File: config.mk
export PLATFORM = sky130hd
export DESIGN_NAME = pwm_sub_cycle_modulator
export DESIGN_NICKNAME = d
export VERILOG_FILES = /design/src/pwm_sub_cycle_pkg.sv /design/src/pwm_sub_cycle_gen.sv /design/src/pwm_sub_cycle_modulator.sv
export SDC_FILE = /design/constraint.sdc
export NUM_CORES = 1
export LEC_CHECK = 0
export ABC_AREA = 1
export BUFFER_PORTS_ARGS = -buffer_cell sky130_fd_sc_hd__clkbuf_2
export CAP_MARGIN = 20
export CORE_MARGIN = 5
export CORE_UTILIZATION = 48
export DETAILED_ROUTE_END_ITERATION = 12
export PLACE_DENSITY_LB_ADDON = 0.05
export SLEW_MARGIN = 20
export SYNTH_ARGS = -nofsm -noshare
export SYNTH_HDL_FRONTEND = slang
export SYNTH_SLANG_ARGS = --single-unit
export TNS_END_PERCENT = 5
File: constraint.sdc
create_clock -name clk_sys -period 2.3 [get_ports clk_sys]
set_clock_uncertainty 0.1 [all_clocks]
set_input_delay 0.345 -clock clk_sys [delete_from_list [all_inputs] [get_ports clk_sys]]
set_output_delay 0.345 -clock clk_sys [all_outputs]
set_load 0.005 [all_outputs]
File: src/pwm_sub_cycle_pkg.sv
// shared constants for the sub-cycle pulse width modulator
package pwm_sub_cycle_pkg;
   // =========================================
   // clock and cycle timing
   localparam int CLK_HZ = 50000000;
   localparam int DUTY_W = 8;
   localparam int CYCLE_LEN = 256;
   localparam logic [7:0] CNT_LAST = 8'hff;
   localparam logic [7:0] SUB1_START_7P1 = 8'h80;
   localparam logic [7:0] SUB3_START_6P2 = 8'hc0;
   // =========================================
   // register byte offsets
   localparam logic [7:0] OFF_DUTY = 8'h00;
   localparam logic [7:0] OFF_CTRL = 8'h04;
   localparam logic [7:0] OFF_DIR = 8'h08;
   localparam logic [7:0] OFF_DATA = 8'h0c;
   localparam logic [7:0] OFF_STATUS = 8'h10;
   localparam logic [7:0] OFF_PULL = 8'h14;
   // =========================================
   // field positions
   localparam int CTRL_SEL_BIT = 3;
   localparam int CTRL_MODE_BIT = 5;
   localparam int PIN_BIT = 4;
   localparam int STAT_PWM_BIT = 8;
   localparam int STAT_PIN_BIT = 9;
   // =========================================
   // reset values and bus encodings
   localparam logic [7:0] DUTY_RST = 8'h00;
   localparam logic [7:0] CTRL_RST = 8'h00;
   localparam logic [7:0] DIR_RST = 8'hff;
   localparam logic [7:0] DATA_RST = 8'h00;
   localparam logic [7:0] PULL_RST = 8'h00;
   localparam logic [1:0] HTRANS_NONSEQ = 2'h2;
   typedef enum logic [0:0] {BUS_IDLE, BUS_READ_WAIT} bus_state_e;
endpackage

File: src/pwm_sub_cycle_gen.sv
// waveform generator: 256-clock cycle split into 7+1 or 6+2 sub-cycles
`timescale 1ns/1ps
module pwm_sub_cycle_gen
   import pwm_sub_cycle_pkg::*;
#(
   parameter int WIDTH = DUTY_W
) (
   input wire logic clk_sys,
   input wire logic resetn,
   input wire logic [WIDTH-1:0] duty,
   input wire logic mode_7p1,
   output logic pwm_out,
   output logic [WIDTH-1:0] cnt
);
   // elaboration check: only an 8-bit duty fills the 256-clock cycle
   if (WIDTH != 8 || (1 << WIDTH) != CYCLE_LEN) begin : g_width_check
      $error("pwm_sub_cycle_gen supports only an 8-bit duty");
   end

   logic [WIDTH-1:0] duty_q;
   logic mode_q;
   logic [WIDTH-1:0] pos;
   logic [WIDTH-1:0] limit;

   // =========================================
   // free-running cycle counter
   // 256-clock cycle
   always_ff @(posedge clk_sys) begin
      if (!resetn) begin
         cnt <= '0;
      end else begin
         cnt <= cnt + WIDTH'(1);
      end
   end

   always_ff @(posedge clk_sys) begin
      if (!resetn) begin
         duty_q <= '0;
         mode_q <= 1'b0;
      end else if (cnt == CNT_LAST) begin
         duty_q <= duty;
         mode_q <= mode_7p1;
      end
   end

   // =========================================
   // per sub-cycle high count
   always_comb begin
      if (mode_q) begin
         pos = {1'b0, cnt[6:0]};
         limit = {1'b0, duty_q[7:1]} + {7'h00, (cnt[7] < duty_q[0])};
      end else begin
         pos = {2'b00, cnt[5:0]};
         limit = {2'b00, duty_q[7:2]} + {7'h00, (cnt[7:6] < duty_q[1:0])};
      end
   end

   always_ff @(posedge clk_sys) begin
      if (!resetn) begin
         pwm_out <= 1'b0;
      end else begin
         pwm_out <= (pos < limit);
      end
   end

   // =========================================
   // checks
   a_cycle_wrap: assert property (@(posedge clk_sys) disable iff (!resetn)
      cnt == CNT_LAST |=> cnt == '0) else $error("cycle counter did not wrap");
   a_duty_hold: assert property (@(posedge clk_sys) disable iff (!resetn)
      cnt != CNT_LAST |=> $stable(duty_q) && $stable(mode_q))
      else $error("duty changed mid cycle");
   a_extra_first: assert property (@(posedge clk_sys) disable iff (!resetn)
      mode_q && duty_q == 8'h01 && cnt == '0 |=> pwm_out ##1 !pwm_out)
      else $error("7+1 extra pulse wrong in sub-cycle 0");
   a_noextra_second: assert property (@(posedge clk_sys) disable iff (!resetn)
      mode_q && duty_q == 8'h01 && cnt == SUB1_START_7P1 |=> !pwm_out)
      else $error("7+1 extra pulse leaked into sub-cycle 1");
   a_six_two_extra: assert property (@(posedge clk_sys) disable iff (!resetn)
      !mode_q && duty_q == 8'h07 && cnt == SUB3_START_6P2 |=> pwm_out ##1 !pwm_out)
      else $error("6+2 last quarter pulse wrong");
   c_mode_7p1: cover property (@(posedge clk_sys) disable iff (!resetn)
      mode_q && cnt == CNT_LAST);
   c_mode_6p2: cover property (@(posedge clk_sys) disable iff (!resetn)
      !mode_q && duty_q != '0 && cnt == CNT_LAST);
endmodule

File: src/pwm_sub_cycle_modulator.sv
// pulse width modulator channel with ahb-lite registers and shared pin
//
// How it works
// - one full output cycle always lasts 256 system clocks.
// - 7+1 mode splits the cycle into two 128-clock sub-cycles.
// - 7+1 mode: duty bits 7..1 are base, bit 0 is extra.
// - sub-cycle index below extra gets base plus one high clocks.
// - pin driven by modulator only when its function-select bit is set.
// - selected and output: data one passes waveform, zero holds pin low.
// - selected but direction input: pin is plain input, with pull-high only when its pull-up register bit is set.
// - control bit 5 selects the 7+1 mode.
// - control bit 3 gives the first channel pin to the modulator.
// - counter runs straight from the system clock, cycle rate clk/256.
// - 6+2 mode: four 64-clock sub-cycles, bits 7..2 base, 1..0 extra.
// - the channel has its own 8-bit duty register.
//
// Implementation choices: the AHB-Lite register port and the address map.
`timescale 1ns/1ps
module pwm_sub_cycle_modulator
   import pwm_sub_cycle_pkg::*;
(
   input wire logic clk_sys,
   input wire logic resetn,
   input wire logic hsel,
   input wire logic [31:0] haddr,
   input wire logic [1:0] htrans,
   input wire logic hwrite,
   input wire logic [2:0] hsize,
   input wire logic [31:0] hwdata,
   input wire logic hready,
   output logic [31:0] hrdata,
   output logic hreadyout,
   output logic hresp,
   input wire logic port_a_bit4_pin_in,
   output logic port_a_bit4_pin_out,
   output logic port_a_bit4_pin_oe,
   output logic port_a_bit4_pullup_en
);
   // =========================================
   // registers and state
   logic [7:0] first_channel_duty_reg;
   logic [7:0] first_control_reg;
   logic [7:0] port_a_direction_reg;
   logic [7:0] port_a_output_data_reg;
   logic [7:0] port_a_pullup_reg;
   logic [7:0] addr_reg;
   logic wr_pend_reg;
   bus_state_e bus_state_reg;
   logic pin_meta_reg;
   logic pin_sync_reg;
   logic pwm_wave;
   logic [7:0] pwm_cnt;
   logic addr_phase;
   logic fn_sel;
   logic pin_is_out;

   assign addr_phase = hsel && hready && (htrans == HTRANS_NONSEQ || htrans == 2'h3);
   assign fn_sel = first_control_reg[CTRL_SEL_BIT];
   assign pin_is_out = !port_a_direction_reg[PIN_BIT];

   function automatic logic [31:0] reg_read(input logic [7:0] a);
      logic [31:0] v;
      v = '0;
      case (a)
         OFF_DUTY: v[7:0] = first_channel_duty_reg;
         OFF_CTRL: v[7:0] = first_control_reg;
         OFF_DIR: v[7:0] = port_a_direction_reg;
         OFF_DATA: v[7:0] = port_a_output_data_reg;
         OFF_STATUS: begin
            v[7:0] = pwm_cnt;
            v[STAT_PWM_BIT] = pwm_wave;
            v[STAT_PIN_BIT] = pin_sync_reg;
         end
         OFF_PULL: v[7:0] = port_a_pullup_reg;
         default: v = '0;
      endcase
      return v;
   endfunction

   // =========================================
   // ahb-lite slave: writes zero wait, reads one wait
   always_ff @(posedge clk_sys) begin
      if (!resetn) begin
         addr_reg <= 8'h00;
         wr_pend_reg <= 1'b0;
         bus_state_reg <= BUS_IDLE;
         hreadyout <= 1'b1;
         hresp <= 1'b0;
         hrdata <= 32'h0000_0000;
      end else begin
         hresp <= 1'b0;
         case (bus_state_reg)
            BUS_IDLE: begin
               wr_pend_reg <= addr_phase && hwrite;
               if (addr_phase) begin
                  addr_reg <= haddr[7:0];
               end
               if (addr_phase && !hwrite) begin
                  bus_state_reg <= BUS_READ_WAIT;
                  hreadyout <= 1'b0;
               end
            end
            BUS_READ_WAIT: begin
               wr_pend_reg <= 1'b0;
               hrdata <= reg_read(addr_reg);
               hreadyout <= 1'b1;
               bus_state_reg <= BUS_IDLE;
            end
            default: begin
               bus_state_reg <= BUS_IDLE;
               hreadyout <= 1'b1;
            end
         endcase
      end
   end

   always_ff @(posedge clk_sys) begin
      if (!resetn) begin
         first_channel_duty_reg <= DUTY_RST;
      end else if (wr_pend_reg && addr_reg == OFF_DUTY) begin
         first_channel_duty_reg <= hwdata[7:0];
      end
   end

   always_ff @(posedge clk_sys) begin
      if (!resetn) begin
         first_control_reg <= CTRL_RST;
      end else if (wr_pend_reg && addr_reg == OFF_CTRL) begin
         first_control_reg <= hwdata[7:0];
      end
   end

   always_ff @(posedge clk_sys) begin
      if (!resetn) begin
         port_a_direction_reg <= DIR_RST;
         port_a_output_data_reg <= DATA_RST;
         port_a_pullup_reg <= PULL_RST;
      end else if (wr_pend_reg) begin
         if (addr_reg == OFF_DIR) begin
            port_a_direction_reg <= hwdata[7:0];
         end
         if (addr_reg == OFF_DATA) begin
            port_a_output_data_reg <= hwdata[7:0];
         end
         if (addr_reg == OFF_PULL) begin
            port_a_pullup_reg <= hwdata[7:0];
         end
      end
   end

   // =========================================
   // waveform generator
   pwm_sub_cycle_gen #(
      .WIDTH(DUTY_W)
   ) u_gen (
      .clk_sys(clk_sys),
      .resetn(resetn),
      .duty(first_channel_duty_reg),
      .mode_7p1(first_control_reg[CTRL_MODE_BIT]),
      .pwm_out(pwm_wave),
      .cnt(pwm_cnt)
   );

   // =========================================
   // pin input synchroniser
   always_ff @(posedge clk_sys) begin
      if (!resetn) begin
         pin_meta_reg <= 1'b0;
         pin_sync_reg <= 1'b0;
      end else begin
         pin_meta_reg <= port_a_bit4_pin_in;
         pin_sync_reg <= pin_meta_reg;
      end
   end

   // =========================================
   // shared pin drive
   always_ff @(posedge clk_sys) begin
      if (!resetn) begin
         port_a_bit4_pin_out <= 1'b0;
         port_a_bit4_pin_oe <= 1'b0;
         port_a_bit4_pullup_en <= 1'b0;
      end else begin
         port_a_bit4_pin_oe <= pin_is_out;
         port_a_bit4_pullup_en <= !pin_is_out && port_a_pullup_reg[PIN_BIT];
         if (fn_sel) begin
            port_a_bit4_pin_out <= port_a_output_data_reg[PIN_BIT] && pwm_wave;
         end else begin
            port_a_bit4_pin_out <= port_a_output_data_reg[PIN_BIT];
         end
      end
   end

   // =========================================
   // checks
   a_pin_forced_low: assert property (@(posedge clk_sys) disable iff (!resetn)
      fn_sel && pin_is_out && !port_a_output_data_reg[PIN_BIT]
      |=> port_a_bit4_pin_oe && !port_a_bit4_pin_out)
      else $error("pin not held low with data bit zero");
   a_pin_pass_wave: assert property (@(posedge clk_sys) disable iff (!resetn)
      fn_sel && pin_is_out && port_a_output_data_reg[PIN_BIT]
      |=> port_a_bit4_pin_out == $past(pwm_wave))
      else $error("waveform not passed to pin");
   a_pin_input: assert property (@(posedge clk_sys) disable iff (!resetn)
      !pin_is_out |=> !port_a_bit4_pin_oe)
      else $error("pin driven while set as input");
   a_gpio_plain: assert property (@(posedge clk_sys) disable iff (!resetn)
      !fn_sel |=> port_a_bit4_pin_out == $past(port_a_output_data_reg[PIN_BIT]))
      else $error("modulator drove pin without selection");
   a_read_answer: assert property (@(posedge clk_sys) disable iff (!resetn)
      bus_state_reg == BUS_IDLE && addr_phase && !hwrite |=> !hreadyout ##1 hreadyout)
      else $error("read answer not after one wait");
   a_mode_write: assert property (@(posedge clk_sys) disable iff (!resetn)
      wr_pend_reg && addr_reg == OFF_CTRL
      |=> first_control_reg[CTRL_MODE_BIT] == $past(hwdata[CTRL_MODE_BIT]))
      else $error("mode bit not written");
   c_pin_wave: cover property (@(posedge clk_sys) disable iff (!resetn)
      fn_sel && pin_is_out && port_a_bit4_pin_out);
   c_bus_read: cover property (@(posedge clk_sys) disable iff (!resetn)
      bus_state_reg == BUS_READ_WAIT);
endmodule

==> out/metrics.cfg <==
[yosys]
synth-async-reset-ratio_pct = 0
ys_ff_latch = 84
syn_area_per_cell_um2 = 7.19
synth_edf_count = 0
synth.distinct_cells = 32
yosysWarningCount = 0
synth_ff_type = dfxtp_1
synthTopCellsByArea = dfxtp_1 41%, nand2_1 9.6%, nor2_1 7.3%, o21ai_0 6.5%, nand3_1 6.2%
netlist.area_leader.share_pct = 40.5
synth_area_leader_cell = dfxtp_1
yosysSeqAreaShare_pct = 40.5
syn_area_mm2 = 0.00415
syn-instance-count = 577

[global_route]
antenna_found_initial = 0
grt_use_met1_pct = 28.3
first_global_vias = 3147
grtUsageMet2_pct = 29.1
grt_pass1_wl_mm = 15.8
grt_start_max_net_pins = 58
grt_usage_pct = 19.1
use_met3_pct = 2.37
grt_overflow = 0
top_usage_layer = met2

[setup_path]
slowest_delay_ns = 0.34
required_ns = 2.48
rr_startpoint = u_gen.duty_q[1]
crit_path_top_delay_cell = dfxtp_2
cp_num_cells = 14
crit_fanout = 2
worstPathArrival_ns = 2.54
reg2reg_depth = 14
worstSetupPathType = reg -> reg
critPathTopFamily = adder cells
endpoint_kind = register
crit_buf_inv = 1
start_kind = register
critPathLaunch = u_gen.duty_q[1]
crit_path_cell_trace = inv_2, ha_4, a21oi_4, ha_4, nand3_4, nor2_4, xor2_1, o21ai_1, ha_1, a21oi_2, nor2_1, o21ai_1, nand2_1, a21oi_2

[layout]
area_growth_syn_to_layout_pct = 12.2
diodes = 0
multiInputGateArea_mm2 = 0.00216
drive_above_1_share_pct = 16.7
largest_reg_flops = 10
fill_cells = 869
nets = 703
top_register = hrdata
regArea_mm2 = 0.00168

[cts]
insertion_delay_ns = 0.35
cts.sinks = 84
htree_levels = 3
cts_tree = built
clock_path_buffers = 2
root_buffer = clkbuf_8
path_clk_slew_ns = 0.08
cts_made_buffers = 9
cts_hold_buf = 0

[route]
totalWireLength_mm = 9.81
first_iter_violations = 169
first_pass_iters = 5
vias_per_cell = 4.97
postRouteAntennaNets = 0
vias = 3620
drcViolationCount = 0
wl_per_cell_um = 13.5

[timing]
setup_tns_ns = -0.0564
tightest_slew_ns = 0.534
finalCriticalPeriod_ns = 2.36
setup_ws_ns = -0.0564
rsz0062_at_grt = true
drv_slew = 0
slew_headroom_pct = 64.4
setup_viol = 1
finalHoldViolCount = 0
period_share_pct = 102
fmax_mhz = 424

[power_and_ir_drop]
power_leakage_uw = 0.00209
power_frac_seq_pct = 53.4
ir_worst_vdd_uv = 349
power_density_mw_per_mm2 = 599
p_int_uw = 2070
clkPwrFrac_pct = 38.3
combPwrFrac_pct = 8.3
p_sw_uw = 719
p_sw_share_pct = 25.8

[placement]
pre_cts_slack_ns = -0.180
io_buffers = 36
dp_hpwl_mm = 7.19
finalWeightedCongestion = 0.784

[die]
start_util_pct = 48.3
num_io_pins = 112
core-area_mm2 = 0.00859
die_y_um = 103
fp.dieW_um = 103
rows = 34
die-area_mm2 = 0.0106

[run]
maxCapViolations = 0

[worst_hold_path]
hp-class = in -> reg
hp-start = hwrite
hold_depth = 2

[status]
status = complete, but fails checks
violations = negative setup slack

## final cells by class
| type | instances | share of cell area, % |
|---|---|---|
| Clock buffer | 11 | 3.04 |
| Clock inverter | 5 | 1.26 |
| Inverter | 59 | 4.81 |
| Multi-Input combinational cell | 416 | 46.3 |
| Sequential cell | 84 | 36.2 |
| Tap cell | 108 | 2.90 |
| Timing Repair Buffer | 46 | 5.48 |
## final timing paths
kind | slack, ns | to
max | -0.06 | u_gen.pwm_out
min | 0.08 | bus_state_reg
max reg2reg | -0.06 | u_gen.pwm_out
min reg2reg | 0.32 | pin_sync_reg
## power groups by stage
stage               Clock, uW  Sequential, uW  Combinational (uW)
floorplan                   0            1520                 197
global placement            0            1520                 231
detailed placement          0            1520                 232
global route             1160            1490                 265
finish                   1070            1490                 233
CTS                      1100            1490                 233
## Yosys cell counts (3+ instances only)
cell type,n
xor2_1,3
nand3_2,3
o21ai_1,17
nor2_4,5
nand2_2,3
nor3_1,12
nand2_1,106
a21oi_1,32
clkbuf_1,5
buf_4,27
buf_2,6
inv_1,51
ha_1,12
nor2_1,81
o21ai_0,54
nand3_1,51
inv_2,7
dfxtp_1,84
## placed cells by master, fill, tap and decap left out, drive strengths merged
cell / count
inv: 60
xor2: 3
o31ai: 1
dfxtp: 84
a211oi: 1
bufinv: 1
a21oi: 32
ha: 12
o211ai: 1
mux2i: 1
or2: 1
conb: 23
nand3: 56
nor3: 14
o21ai: 71
clkinv: 1
nor2: 87
xnor2: 2
clkbuf: 47
clkinvlp: 2
nand2: 111
buf: 10
## repair_timing
action	4_1_cts	5_1_grt
resized for setup	11	14
pin swaps	9	9
setup endpoints to repair	1	1
setup buffers	1	0
## logic make-up (layout without fill, tap and decap cells)
family,Yosys count,after routing,synth area share [%]
multiplexers,1,1,0.241
AND/OR/NAND/NOR,269,269,29.8
flip-flops,84,84,40.5
buffers and inverters,99,121,11.7
XOR/XNOR,5,5,1.06
AO/OA/AOI/OAI,106,106,13.0
adder cells (fa/ha/maj),12,12,3.62
other,1,23,0.0904
## metrics by stage
stage | area (um2) | hold slack [ns] | instances | power (uW) | utilization (%)
CTS | 4600 | 0.0708 | 729 | 2820 | 53.6
global placement | 4360 | 0.304 | 712 | 1750 | 50.7
detailed placement | 4360 | 0.298 | 712 | 1760 | 50.7
global route | 4660 | 0.0829 | 729 | 2910 | 54.2
floorplan | 4230 | 0.290 | 599 | 1720 | -
finish | 4660 | 0.0807 | 729 | 2790 | 54.2
## routing by layer
layer,wire [um],part of all wire [%]
met1,4910,50
met3,549,5.6
met2,4280,44
met5,0,0
met4,67,0.68
No activity file was read; power rests on OpenSTA's default activity.
